$ cat config.mk
export PLATFORM = sky130hd
export DESIGN_NAME = sls_setup_lock
export DESIGN_NICKNAME = d
export VERILOG_FILES = /design/src/verilog/sls_pkg.sv /design/src/verilog/sls_setup_lock.sv
export VERILOG_INCLUDE_DIRS = /design/src /design/src/verilog
export SDC_FILE = /design/constraint.sdc
export NUM_CORES = 1
export LEC_CHECK = 0
export BUFFER_PORTS_ARGS = -buffer_cell sky130_fd_sc_hd__buf_2
export CELL_PAD_IN_SITES_DETAIL_PLACEMENT = 2
export CELL_PAD_IN_SITES_GLOBAL_PLACEMENT = 2
export CORE_MARGIN = 3
export CORE_UTILIZATION = 31
export CTS_BUF_LIST = sky130_fd_sc_hd__clkbuf_16
export CTS_CLUSTER_DIAMETER = 80
export DETAILED_ROUTE_END_ITERATION = 10
export PLACE_DENSITY_LB_ADDON = 0.1
export SLEW_MARGIN = 25
export SYNTH_ARGS = -nofsm -noshare
export SYNTH_HDL_FRONTEND = slang
export SYNTH_SLANG_ARGS = --single-unit
$ cat constraint.sdc
create_clock -name clk_in -period 4.35 [get_ports clk_in]
set_input_delay 0.435 -clock clk_in [delete_from_list [all_inputs] [get_ports clk_in]]
set_output_delay 0.435 -clock clk_in [all_outputs]
set_load 0.01 [all_outputs]
$ cat src/verilog/sls_consts.svh
// Offsets, field positions, reset values and codes of the setup lock block
`ifndef SLS_CONSTS_SVH
`define SLS_CONSTS_SVH
`define SLS_ADDR_W        4
`define SLS_OFF_SETUP     4'h0
`define SLS_OFF_LOCK      4'h1
`define SLS_OFF_INHIBIT   4'h2
`define SLS_OFF_RESTORE   4'h3
`define SLS_OFF_OUTMODE   4'h4
`define SLS_OFF_TARGET    4'h5
`define SLS_OFF_PARAM     4'h6
`define SLS_OFF_STATUS    4'h7
`define SLS_OFF_COMMIT    4'h8
`define SLS_OFF_PANEL     4'h9
`define SLS_BIT_DI_EN     0
`define SLS_BIT_PO_RUN    1
`define SLS_BIT_CONFIRM   1
`define SLS_RST_LOCK      2'h0
`define SLS_RST_OUTMODE   1'h1
`define SLS_RST_TARGET    16'h0000
`define SLS_RST_PARAM     16'h0000
`define SLS_LOCK_PANEL    2'h2
`define SLS_CONF_NONE     2'h0
`define SLS_CONF_YES      2'h1
`define SLS_CONF_NO       2'h2
`endif

$ cat src/verilog/sls_pkg.sv
// Types of the setup lock block
package sls_pkg;
    typedef enum logic [2:0] {
        SLS_LOAD    = 3'h1,
        SLS_IDLE    = 3'h2,
        SLS_CONFIRM = 3'h4
    } sls_state_t;
    typedef enum logic [1:0] {
        SLS_OPT_NONE = 2'h0,
        SLS_OPT_TWO  = 2'h1,
        SLS_OPT_FOUR = 2'h2
    } sls_opt_t;
endpackage

$ cat src/verilog/sls_setup_lock.sv
// Setup lock, restore handshake and contact input decode
//
// Function
// - Contacts act only when enabled and fitted
// - Two inputs: run/stop and target one/four
// - Four inputs: run/stop, two bits select target
// - Power-up state follows run select setting
// - Restore request only opens confirmation step
// - Yes restores defaults, no abandons restore
// - Lock levels zero, one, two gate writes
// - Locked parameters still readable
// - Panel key lock sets level two
// - Locked panel edit blinks until key
// - Inhibit keeps communication writes volatile only
// - Lock, inhibit and confirmed restore always committed
// - Reset reloads volatile from nonvolatile copy; output mode takes its reset default
// - Primary output on/off or PID selectable
`timescale 1ns/10ps
`include "sls_consts.svh"
module sls_setup_lock #(
    parameter int DW = 16                        // Parameter width
) (
    input  wire logic             clk_in,              // 20 MHz clock
    input  wire logic             rstn_in,             // Sync reset, low
    input  wire logic [3:0]       avs_address_in,      // Word address
    input  wire logic             avs_read_in,         // Read request
    input  wire logic             avs_write_in,        // Write request
    input  wire logic [31:0]      avs_writedata_in,    // Write data
    output logic      [31:0]      avs_readdata_out,    // Read data
    output logic                  avs_waitrequest_out, // Wait
    input  wire sls_pkg::sls_opt_t contact_option_in,  // Fitted option
    input  wire logic [3:0]       contact_input_in,    // Field contacts
    input  wire logic             nv_setup_in,         // Stored enable
    input  wire logic             nv_powerup_run_in,   // Stored run select
    input  wire logic [1:0]       nv_lock_in,          // Stored lock
    input  wire logic             nv_inhibit_in,       // Stored inhibit
    input  wire logic [DW-1:0]    nv_target_in,        // Stored target
    input  wire logic [DW-1:0]    nv_param_in,         // Stored parameter
    input  wire logic             key_lock_combo_in,   // Panel lock keys
    input  wire logic             key_set_in,          // Panel set key
    input  wire logic             key_clear_in,        // Down/up/mode key
    output logic                  run_out,             // Controlling state
    output logic      [1:0]       target_select_out,   // Target 1..4/remote
    output logic                  alarm_latch_reset_out, // Reset latches
    output logic                  primary_output_mode_out, // 1 PID 0 on/off
    output logic                  lock_blink_out,      // Lock indicator
    output logic                  nv_commit_out,       // Commit pulse
    output logic      [3:0]       nv_commit_addr_out   // Committed reg
);
    import sls_pkg::*;

    // ====================================================
    // Storage
    sls_state_t  state;
    logic        input_function_enable;
    logic        powerup_run_select;
    logic [1:0]  lock_level;
    logic        nonvolatile_write_inhibit;
    logic        primary_output_mode;
    logic [DW-1:0] target_value;
    logic [DW-1:0] param_value;
    logic        run_state;
    logic        restore_req;
    logic        ack;
    logic        blink;
    logic        key_lock_q;

    function automatic logic lock_blocks(input logic [3:0] a, input logic [1:0] lv);
        // Only the lock escapes level one; level two also frees the targets
        if (a == `SLS_OFF_LOCK) return 1'b0;
        if (lv == 2'h2 && a == `SLS_OFF_TARGET) return 1'b0;
        return lv != 2'h0;
    endfunction

    // ====================================================
    // Bus decode
    wire       req      = avs_read_in | avs_write_in;
    // Taken while waitrequest is high; a write lands only at the edge where waitrequest is low,
    // so a master that stalls never sees a half-finished transfer
    wire       ready    = (state != SLS_LOAD) & ~ack;
    wire       wr_go    = avs_write_in & ack;
    wire       rd_go    = avs_read_in & ready;
    wire [3:0] addr     = avs_address_in;
    wire       blocked  = lock_blocks(addr, lock_level);
    wire       wr_ok    = wr_go & ~blocked;
    wire [15:0] wd      = avs_writedata_in[15:0];
    wire contact_active = input_function_enable & (contact_option_in != SLS_OPT_NONE);
    wire four = contact_option_in == SLS_OPT_FOUR;
    wire [1:0] next_target = four ? {contact_input_in[2], contact_input_in[1]}
                                  : {contact_input_in[1], contact_input_in[1]};
    wire       restore_yes = wr_ok & (addr == `SLS_OFF_RESTORE) & restore_req
                             & (wd[1:0] == `SLS_CONF_YES);
    wire       restore_no  = wr_ok & (addr == `SLS_OFF_RESTORE) & restore_req
                             & (wd[1:0] == `SLS_CONF_NO);
    wire       always_commit = (addr == `SLS_OFF_LOCK) | (addr == `SLS_OFF_INHIBIT);
    wire       next_commit = wr_ok & (always_commit | ~nonvolatile_write_inhibit)
                             & (addr != `SLS_OFF_RESTORE);

    assign avs_waitrequest_out = req & ~ack;

    logic [31:0] rd_mux;
    always_comb begin
        rd_mux = 32'h0000_0000;
        case (addr)
            `SLS_OFF_SETUP:   rd_mux = {30'h0, powerup_run_select, input_function_enable};
            `SLS_OFF_LOCK:    rd_mux = {30'h0, lock_level};
            `SLS_OFF_INHIBIT: rd_mux = {31'h0, nonvolatile_write_inhibit};
            `SLS_OFF_RESTORE: rd_mux = {30'h0, restore_req, 1'b0};
            `SLS_OFF_OUTMODE: rd_mux = {31'h0, primary_output_mode};
            `SLS_OFF_TARGET:  rd_mux = 32'(target_value);
            `SLS_OFF_PARAM:   rd_mux = 32'(param_value);
            `SLS_OFF_STATUS:  rd_mux = {27'h0, blink, run_state, target_select_out, alarm_latch_reset_out};
            default:          rd_mux = 32'h0000_0000;
        endcase
    end

    // ====================================================
    // Handshake: one wait cycle, then answer
    always_ff @(posedge clk_in) begin
        if (!rstn_in) begin
            ack              <= 1'b0;
            avs_readdata_out <= 32'h0000_0000;
        end else begin
            ack <= req & ready;
            if (rd_go) begin
                avs_readdata_out <= rd_mux;
            end
        end
    end

    // ====================================================
    // Setup state
    always_ff @(posedge clk_in) begin
        if (!rstn_in) begin
            state                     <= SLS_LOAD;
            input_function_enable     <= 1'b0;
            powerup_run_select        <= 1'b0;
            lock_level                <= `SLS_RST_LOCK;
            nonvolatile_write_inhibit <= 1'b0;
            primary_output_mode       <= `SLS_RST_OUTMODE;
            target_value              <= `SLS_RST_TARGET;
            param_value               <= `SLS_RST_PARAM;
            run_state                 <= 1'b0;
            restore_req               <= 1'b0;
        end else begin
            case (state)
                SLS_LOAD: begin
                    input_function_enable     <= nv_setup_in;
                    powerup_run_select        <= nv_powerup_run_in;
                    lock_level                <= nv_lock_in;
                    nonvolatile_write_inhibit <= nv_inhibit_in;
                    target_value              <= nv_target_in;
                    param_value               <= nv_param_in;
                    run_state                 <= nv_powerup_run_in;
                    state                     <= SLS_IDLE;
                end
                SLS_IDLE, SLS_CONFIRM: begin
                    if (key_lock_combo_in && !key_lock_q) begin
                        lock_level <= `SLS_LOCK_PANEL;
                    end else if (wr_ok && addr == `SLS_OFF_LOCK && wd[1:0] != 2'h3) begin
                        lock_level <= wd[1:0];
                    end
                    if (wr_ok && addr == `SLS_OFF_SETUP) begin
                        input_function_enable <= wd[`SLS_BIT_DI_EN];
                        powerup_run_select    <= wd[`SLS_BIT_PO_RUN];
                    end
                    if (wr_ok && addr == `SLS_OFF_INHIBIT) nonvolatile_write_inhibit <= wd[0];
                    if (wr_ok && addr == `SLS_OFF_OUTMODE) primary_output_mode <= wd[0];
                    if (wr_ok && addr == `SLS_OFF_TARGET) target_value <= wd[DW-1:0];
                    if (wr_ok && addr == `SLS_OFF_PARAM) param_value <= wd[DW-1:0];
                    if (wr_ok && addr == `SLS_OFF_RESTORE && !restore_req && wd[0]) begin
                        restore_req <= 1'b1;
                        state       <= SLS_CONFIRM;
                    end
                    if (restore_no) begin
                        restore_req <= 1'b0;
                        state       <= SLS_IDLE;
                    end
                    if (restore_yes) begin
                        restore_req               <= 1'b0;
                        input_function_enable     <= 1'b0;
                        powerup_run_select        <= 1'b0;
                        lock_level                <= `SLS_RST_LOCK;
                        nonvolatile_write_inhibit <= 1'b0;
                        primary_output_mode       <= `SLS_RST_OUTMODE;
                        target_value              <= `SLS_RST_TARGET;
                        param_value               <= `SLS_RST_PARAM;
                        state                     <= SLS_IDLE;
                    end
                    if (contact_active) run_state <= contact_input_in[0];
                end
                default: state <= SLS_LOAD;
            endcase
        end
    end

    // ====================================================
    // Contact decode outputs
    always_ff @(posedge clk_in) begin
        if (!rstn_in) begin
            target_select_out     <= 2'h0;
            alarm_latch_reset_out <= 1'b0;
        end else begin
            target_select_out     <= contact_active ? next_target : 2'h0;
            alarm_latch_reset_out <= contact_active & four & contact_input_in[3];
        end
    end

    // ====================================================
    // Panel lock indicator and commit strobe
    wire panel_locked_edit = key_set_in & (lock_level != 2'h0);
    always_ff @(posedge clk_in) begin
        if (!rstn_in) begin
            blink              <= 1'b0;
            key_lock_q         <= 1'b0;
            nv_commit_out      <= 1'b0;
            nv_commit_addr_out <= 4'h0;
        end else begin
            key_lock_q <= key_lock_combo_in;
            if (panel_locked_edit) blink <= 1'b1;
            else if (key_clear_in) blink <= 1'b0;
            nv_commit_out <= next_commit | restore_yes;
            if (next_commit || restore_yes) nv_commit_addr_out <= restore_yes ? 4'hF : addr;
        end
    end

    assign run_out                 = run_state;
    assign primary_output_mode_out = primary_output_mode;
    assign lock_blink_out          = blink;
endmodule

# == Word level (Yosys, flattened, before mapping) ==
# Cells that the tools add are included.
# W data, S select, Z words.
# totals
regBits,86
# op_classes
n_reduce_logical,32
n_eq_ne,24
mux,42
bitwise_logic,23
# op_table
operator,count
$pmux W16 S8,1
$mux W16,4
$pmux W16 S2,2
$mux W1,21
$reduce_and A2 Y1,9
$and A1 B1 Y1,16
$eq A4 B3 Y1 const B,4
$logic_and A1 B1 Y1,12
$ne A3 B3 Y1 const B,4
$reduce_bool A2 Y1,5
$mux W3,3
$eq A4 B2 Y1 const B,2
$mux W2,4
$ne A4 B4 Y1 const B,2
$pmux W1 S2,4
$eq A2 B2 Y1 const B,3
$pmux W3 S2,1
$eq A4 B1 Y1 const B,1
$logic_not A4 Y1,1
$mux W4,1
$ne A2 B2 Y1 const B,2
$ne A4 B2 Y1 const B,1
$or A1 B1 Y1,4
$pmux W2 S2,1
other kinds (10),13

# == Longest topological paths before layout ==
# Gate-level depths: netlist (run 1).
# logic_depth
ltp_word,15
ltp_mapped,8
mapped_depth_nobuf,5

# == Least setup slack after synthesis (run 1) ==
# No wires, ideal clock.
# synth_path
path_type,input port to flip-flop
startpoint,input port avs_address_in[3]
endpoint,register target_value[0]
path_slack_ns,2.117
cell_stages,7
setup_ns,0.120
t_arrival_ns,2.113
path_cell_list,buf_2 or3b_4 a221o_1 buf_6 o31ai_4 buf_4 a21oi_2
# synth_between
elab_chain_cells,13
word_cells_on_any_way,20
classes_between,eq/ne: 4; mux: 8; bitwise: 5; reduce/logical: 3
# synth_lines
item,line,text
start: declaration,sls_setup_lock.sv:25,"input wire logic [3:0] avs_address_in,"
$eq A4 B3 Y1,n/a,
$logic_and A1 B1 Y1 (no source line),n/a,
$mux W1 (2 in a row),sls_setup_lock.sv:71,if (lv == 2'h2 && a == `SLS_OFF_TARGET) return 1'b0;
$mux W1,sls_setup_lock.sv:72,return lv != 2'h0;
$mux W1,sls_setup_lock.sv:71,
$not A1 Y1,sls_setup_lock.sv:85,wire wr_ok = wr_go & ~blocked;
$and A1 B1 Y1,sls_setup_lock.sv:85,
$and A1 B1 Y1 (3 in a row),sls_setup_lock.sv:91,wire restore_yes = wr_ok & (addr == `SLS_OFF_RESTORE) & restore_req
$mux W16 / $ne A3 B3 Y1 (equally long branches),n/a,
$pmux W16 S2 / $reduce_and A2 Y1 (equally long branches),n/a,
end signal: assignment,sls_setup_lock.sv:141,target_value <= `SLS_RST_TARGET;
end signal: assignment,sls_setup_lock.sv:152,target_value <= nv_target_in;
end signal: assignment,sls_setup_lock.sv:186,target_value <= `SLS_RST_TARGET;
end: declaration,sls_setup_lock.sv:60,logic [DW-1:0] target_value;
# Parallel ways exist; a longest one is shown, timed or not. The select of a mux whose other input is x is not followed.
# A chain may end at the register's enable or synchronous reset.

# == Worst setup path in the final report (run 1) ==
# layout_path
startpoint,register state[1]
endpoint,register nonvolatile_write_inhibit
# layout_between
elab_chain_cells,4
word_cells_on_any_way,8
classes_between,eq/ne: 4; mux: 1; reduce/logical: 3
# layout_lines
item,line,text
start: declaration,sls_setup_lock.sv:54,sls_state_t state;
start signal: assignment,sls_setup_lock.sv:135,state <= SLS_LOAD;
start signal: assignment,sls_setup_lock.sv:155,state <= SLS_IDLE;
start signal: assignment,sls_setup_lock.sv:173,state <= SLS_CONFIRM;
$eq A3 B2 Y1 / $eq A3 B3 Y1 (equally long branches),sls_setup_lock.sv:146,case (state)
$reduce_or A2 Y1,sls_setup_lock.sv:146,
$ne A3 B3 Y1 (no source line) / $reduce_bool A2 Y1 (equally long branches),n/a,
$reduce_and A2 Y1 (no source line),n/a,
end signal: assignment,sls_setup_lock.sv:151,nonvolatile_write_inhibit <= nv_inhibit_in;
end signal: assignment,sls_setup_lock.sv:167,if (wr_ok && addr == `SLS_OFF_INHIBIT) nonvolatile_write_inhibit <= wd[0];
end: declaration,sls_setup_lock.sv:58,logic nonvolatile_write_inhibit;
# Parallel ways exist; a longest one is shown, timed or not.

==> results.ini, run 1 <==
[synth]
synth_edf_count=0
syn_area_per_cell_um2=8.92
synth_sequential_area_ratio=0.386
ys_ff_latch=70
synth_cell_types=52
synth_area_mm2=0.00363
synth_warnings=0
synth_cells=407
async_flop_share=0
synth_top_flop_cell=dfxtp_1

[critical_path]
cp-end-kind=flop
critPathRequiredTime_ns=4.60
cp.arrival_ns=3.06
worstSetupPathType=flop to flop
setup.worst_path.start_class=flop
crit_fanout=46

[cts]
cts-resized-gates=0
cts_made_buffers=9
cts_sinks=70
clk_latency_ns=0.34
cts_tree=done
ctsHoldBuffers=0
cts_setup_buffers=0
htree_levels=3
cts_buffer_depth=2
cts_root_buffer=clkbuf_16
clk_pin_slew_ns=0.06

[global_route]
grt_pass1_vias=3608
antenna_found_initial=0
grt_max_degree=51
grt_pass1_wl_um=19300
grt_usage=0.189
overflow=0

[sta]
tns_ns=0
worst_pin_slew_ns=0.984
skew_ns=0.00610
rsz0062_at_grt=false
setup_ws_ns=1.54
layout_min_cycle_time_ns=2.81
final_hold_viol_count=0
finalCritPeriodShare=0.646
slew-limit-headroom=0.344
setup_viol=0
max_freq_mhz=356
slew_violations=0

[drt]
ant_nets=0
dr.pass1.iters=4
wl_per_cell_um=19.4
drt_iter0_drc=138
vias=3457
drc_errors=0
finalWirelength_um=12200
via_per_inst=5.49

[die]
die_area_mm2=0.0130
chipWidth_um=114
die_y_um=114
num_rows=38
ios=130
core_mm2=0.0111
initial_core_util=0.326

[finish]
area_growth_pct=23.0
antennaDiodeCount=0
drive_gt1_frac=0.339
nNetsFinal=571

[outcome]
status=completed

[worst_hold_path]
holdCritPathClass=input port to flop

[pwr]
total_leakage_power_nw=1.78
ir_drop_v=0.000175
p_per_area_mw_per_mm2=519

[placement]
hpwlAfterDp_um=8650
preCtsSetupSlack_ns=1.27
place_congestion=0.785
io_buffers=97

[job]
drv_cap=0

-- per-layer routing --
metal	track usage	part of all wire	vias to the layer above
met3	0.0312	0.048	9
met5	0	0	-
met4	0.0618	0.011	0
met2	0.301	0.46	92
met1	0.261	0.48	1703
li1	-	-	1653
-- worst max-delay path, stage by stage (launching register included) --
cell and delay [ns]:
dfxtp_1 0.44, xnor2_1 0.12, or2_2 0.64, a31oi_2 0.79, buf_4 0.39, a221oi_1 0.13, nor3_1 0.20
-- sequential cells by signal, indices dropped and copies added, names as in the netlist, 2 cells and up --
name and count:
lock_level 2, state 3, target_select_out 2, param_value 16
avs_readdata_out 16, nv_commit_addr_out 4, target_value 16
-- power breakdown --
| part | total [mW] | leakage (nW) | internal [mW] | switching, mW |
|---|---|---|---|---|
| clock | 0.861 | 0.168 | 0.563 | 0.298 |
| sequential | 0.854 | 0.578 | 0.765 | 0.0892 |
| combinational | 0.599 | 1.03 | 0.229 | 0.370 |
-- cell type report --
| cell class | count | area [µm²] |
|---|---|---|
| clock buffers | 9 | 225 |
| clock inverters | 7 | 120 |
| fillers | 1246 | 6660 |
| inverters | 5 | 18.8 |
| multi-input cells | 295 | 1980 |
| flip-flops and latches | 70 | 1400 |
| well taps | 140 | 175 |
| repair buffers | 104 | 538 |
-- layout by cell type, fill, tap and decap left out, types with 3 or more instances in the layout --
cell type	synthesis	routed
a211oi_1	15	15
a21oi_1	15	15
a21oi_2	28	28
a221oi_1	3	3
a22o_1	3	3
a22oi_1	47	47
a31oi_1	7	6
and2_1	6	6
buf_2	4	97
buf_4	18	7
bufinv_16	0	3
clkbuf_16	0	9
conb_1	1	16
dfxtp_1	70	70
inv_1	5	5
mux2_2	5	5
mux2i_1	4	4
nand2_1	22	22
nand2b_1	3	3
nand3_1	3	3
nand3b_1	3	3
nor2_1	26	26
nor2b_1	5	5
nor3_1	4	4
o21ai_0	14	14
o21ai_1	28	28
o22ai_1	3	3
or2_2	3	3
-- Yosys cell counts (2+ instances only) --
master	number	area share
buf_2	4	0.0055
nor4bb_1	3	0.0083
a211oi_1	15	0.031
nand3_1	3	0.0041
dfxtp_1	70	0.39
nor3_1	4	0.0055
nor4_1	2	0.0034
o221ai_1	2	0.0048
a31oi_1	7	0.012
or2_2	3	0.0052
a221oi_1	3	0.0072
nand2b_1	3	0.0052
o22ai_1	3	0.0052
mux2_2	5	0.016
o21ai_1	28	0.039
and2_1	6	0.010
nor2b_1	5	0.0086
inv_1	5	0.0052
a22oi_1	47	0.097
nor3b_1	2	0.0041
o211a_1	2	0.0055
a21oi_2	28	0.068
o21a_1	2	0.0041
nand2_1	22	0.023
clkbuf_1	25	0.026
o31ai_4	2	0.012
buf_4	18	0.037
mux2i_1	4	0.011
buf_6	5	0.016
nand3b_1	3	0.0062
a22o_1	3	0.0072
nor2_1	26	0.027
o21ai_0	14	0.019
a21oi_1	15	0.021
-- per-stage QoR --
stage | instance area [µm²] | std cells | util | hold slack [ns] | total power, mW
5_1_grt | 4460 | 630 | 0.401 | 0.344 | 2.45
2_1_floorplan | 3680 | 422 | - | 0.469 | 1.31
4_1_cts | 4460 | 630 | 0.401 | 0.318 | 2.34
6_report | 4460 | 630 | 0.401 | 0.326 | 2.31
3_5_place_dp | 4120 | 614 | 0.370 | 0.493 | 1.47
3_3_place_gp | 4120 | 614 | 0.370 | 0.489 | 1.44
-- worst paths after layout --
| path | startpoint | endpoint | slack (ns) | depth (start not counted) |
|---|---|---|---|---|
| worst max-delay path | state[1]$_SDFFE_PN0P_ | nonvolatile_write_inhibit$_SDFFE_PN0P_ | 1.54 | 6 |
| worst min-delay path | contact_option_in[0] | alarm_latch_reset_out$_SDFF_PN0_ | 0.33 | 2 |
| worst max register to register | state[1]$_SDFFE_PN0P_ | nonvolatile_write_inhibit$_SDFFE_PN0P_ | 1.54 | 6 |
| worst min register to register | nv_commit_addr_out[0]$_SDFFE_PN0P_ | nv_commit_addr_out[0]$_SDFFE_PN0P_ | 0.50 | 1 |
-- cells by family after synthesis --
family / synth area share
compound gates: 0.370
simple gates: 0.122
xor+xnor: 0.00483
mux: 0.0266
flops: 0.386
other cells: 0.00103
buf+inv: 0.0893
Power figures use the tool's default switching activity.
==> run 2, diff against run 1 <==
Settings changed: ABC_AREA set to 1, CORE_UTILIZATION 31 to 25.
Clock period 4.35 ns to 2.9 ns, I/O delays scaled along.
==> run 2 against run 1 <==
Effect of this change:
- global-route usage is 2.1 points lower
- clock-buffer cell count unchanged
- via count is 17% higher
- synthesized cell count rose by 47%
- non-clock buffer count grew 4
- die area up 27%
- worst setup slack worse by 0.48 ns
- total power rose by 21%
- largest power group is now registers
- highest routed layer unchanged
==> results.ini, run 2 <==
[outcome]
status=completed  ; unchanged

[global_route]
grt_pass1_vias=4393  ; was 3608
antenna_found_initial=0  ; unchanged
grt_max_degree=38  ; was 51
overflow=0  ; unchanged
grt_usage=0.169  ; was 0.189
grt_pass1_wl_um=21900  ; was 19300 µm

[sta]
rsz0062_at_grt=false  ; unchanged
layout_min_cycle_time_ns=1.84  ; was 2.81 ns
whs_ns=0.159  ; was 0.326 ns
slew-limit-headroom=0.573  ; was 0.344
skew_ns=0.00307  ; was 0.00610 ns
tns_ns=0  ; unchanged
finalCritPeriodShare=0.635  ; was 0.646
setup_viol=0  ; unchanged
worst_pin_slew_ns=0.640  ; was 0.984 ns
max_freq_mhz=543  ; was 356 MHz
slew_violations=0  ; unchanged
setup_ws_ns=1.06  ; was 1.54 ns
final_hold_viol_count=0  ; unchanged

[die]
chipWidth_um=129  ; was 114 µm
die_area_mm2=0.0165  ; was 0.0130 mm²
initial_core_util=0.257  ; was 0.326
num_rows=44  ; was 38
core_mm2=0.0146  ; was 0.0111 mm²
die_y_um=129  ; was 114 µm
ios=130  ; unchanged

[pwr]
ir_drop_v=0.000278  ; was 0.000175 V
power_frac_seq=0.401  ; was 0.369
pwr-share-comb=0.246  ; was 0.259
p_per_area_mw_per_mm2=609  ; was 519 mW/mm²
power_frac_clock=0.352  ; was 0.372
p_int_mw=1.87  ; was 1.56 mW
switching_share=0.332  ; was 0.327
total_leakage_power_nw=2.44  ; was 1.78 nW
power.switching_uw=929  ; was 757 µW

[worst_hold_path]
min_from=key_lock_combo_in  ; was contact_option_in[0]
holdCritPathClass=input port to flop  ; unchanged

[synth]
synth_top_family_by_area=simple AND/OR/NAND/NOR gates  ; was compound AO/OA/AOI/OAI gates
synth_common_cells=220 x nand2_1, 89 x nor2_1, 70 x dfxtp_1  ; was 70 x dfxtp_1, 47 x a22oi_1, 28 x a21oi_2, 28 x o21ai_1, 26 x nor2_1
synth_top_flop_cell=dfxtp_1  ; unchanged
yosys-top-cells-area=dfxtp_1 37%, nand2_1 22%, nor2_1 8.9%  ; was dfxtp_1 39%, a22oi_1 9.7%, a21oi_2 6.8%
synth_area_mm2=0.00376  ; was 0.00363 mm²
muxShareOfSynthArea=0  ; was 0.0266
synth_cells=598  ; was 407
synth_sequential_area_ratio=0.373  ; was 0.386
synth-xor-area-share=0.00233  ; was 0.00483
synth_simple_gate_area_share=0.405  ; was 0.122
synth_cell_types=31  ; was 52
synth_top_area_frac=0.373  ; was 0.386
syn_area_per_cell_um2=6.29  ; was 8.92 µm²
synth_top_cell_by_area=dfxtp_1  ; unchanged
synth_adder_area_share=0  ; unchanged
synth_warnings=0  ; unchanged
yosysMostFrequentCell=nand2_1  ; was dfxtp_1
ys_ff_latch=70  ; unchanged
async_flop_share=0  ; unchanged
synth_compound_area_frac=0.0832  ; was 0.370
synth_edf_count=0  ; unchanged

[finish]
fin_util=0.314  ; was 0.401
layout_common_cells=220 x nand2_1, 97 x buf_2, 89 x nor2_1  ; was 97 x buf_2, 70 x dfxtp_1, 47 x a22oi_1
reg_top3=avs_readdata_out: 16 flops, param_value: 16 flops, target_value: 16 flops  ; unchanged
antennaDiodeCount=0  ; unchanged
drive_gt1_frac=0.203  ; was 0.339
finalNonFillerCells=877  ; was 630
nNetsFinal=775  ; was 571
area_growth_pct=22.1  ; was 23.0%
layout_commonest_cell=nand2_1  ; was buf_2

[placement]
hpwlAfterDp_um=10200  ; was 8650 µm
place_congestion=0.744  ; was 0.785
io_buffers=97  ; unchanged
place_inst=862  ; was 614
preCtsSetupSlack_ns=0.734  ; was 1.27 ns

[cts]
cts_made_buffers=9  ; unchanged
cts-resized-gates=0  ; unchanged
ctsHoldBuffers=0  ; unchanged
cts_buffer_depth=2  ; unchanged
clk_pin_slew_ns=0.06  ; about the same
cts_setup_buffers=0  ; unchanged
cts_tree=done  ; unchanged
cts_sinks=70  ; unchanged
cts_root_buffer=clkbuf_16  ; unchanged
htree_levels=3  ; unchanged
clk_latency_ns=0.34  ; about the same

[critical_path]
crit_fanout=30  ; was 46
timing.rr.start=state[2]$_SDFFE_PN0P_  ; was state[1]$_SDFFE_PN0P_
cp-end-kind=flop  ; unchanged
setup.worst_path.start_class=flop  ; unchanged
worstSetupPathType=flop to flop  ; unchanged
crit_start=state[2]$_SDFFE_PN0P_  ; was state[1]$_SDFFE_PN0P_
cp.arrival_ns=2.08  ; was 3.06 ns
critPathRequiredTime_ns=3.13  ; was 4.60 ns

[drt]
drt_iter0_drc=181  ; was 138
drc_errors=0  ; unchanged
wl_per_cell_um=15.4  ; was 19.4 µm
vias=4032  ; was 3457
ant_nets=0  ; unchanged
dr.pass1.iters=4  ; unchanged
via_per_inst=4.60  ; was 5.49
finalWirelength_um=13500  ; was 12200 µm

[job]
drv_cap=0  ; unchanged

## run 2: power by group through the flow
stage / Clock (mW) / Combinational (mW) / Sequential [mW]
finish: 0.985 / 0.689 / 1.12
global route: 1.06 / 0.808 / 1.13
CTS: 1.03 / 0.711 / 1.12
detailed placement: 0 / 0.703 / 1.14
global placement: 0 / 0.671 / 1.14
floorplan: 0 / 0.520 / 1.13
## run 2: kinds of logic (layout without fill, tap and decap cells)
logic type      after synthesis  in the layout
simple gates                367            367
buf+inv                     104            184
flops                        70             70
compound gates               55             55
other cells                   1             16
xor+xnor                      1              1
## run 2: layer usage
| metal | vias to the layer above | GRT usage | wire (µm) |
|---|---|---|---|
| met3 | 13 | 0.0266 | 534 |
| met1 | 1924 | 0.224 | 6720 |
| met4 | 0 | 0.0593 | 227 |
| li1 | 1998 | - | - |
| met2 | 97 | 0.279 | 6050 |
| met5 | - | 0 | 0 |
## run 2: per-stage QoR
stage / power (mW) / instance area, µm²
after floorplan: 1.65 / 3820
after global placement: 1.81 / 4330
after detailed placement: 1.85 / 4330
after CTS: 2.86 / 4590
after global routing: 3.01 / 4590
final: 2.80 / 4590
## run 2: worst max-delay path: stages (launching register included)
cell	delay, ns
dfxtp_1	0.33
nor2_1	0.20
nand2_2	0.16
inv_1	0.25
nor2_1	0.11
inv_1	0.16
nand2_2	0.06
buf_4	0.24
nor2_1	0.17
nor2_1	0.06
## run 2: area by class of cell
type / count / area [µm²]
clock buffers: 9 / 225
clock inverters: 6 / 32.5
fillers: 1824 / 10100
inverters: 61 / 229
multi-input cells: 439 / 1910
flip-flops and latches: 70 / 1400
well taps: 184 / 230
repair buffers: 108 / 568
## run 2: path summary, 6_finish.rpt
path	to	slack [ns]	cells after the start
worst max register to register	param_value[6]$_SDFFE_PN0P_	1.06	9
worst min register to register	avs_readdata_out[6]$_SDFFE_PN0P_	0.46	2
worst max-delay path	param_value[6]$_SDFFE_PN0P_	1.06	9
worst min-delay path	key_lock_q$_SDFF_PN0_	0.16	3
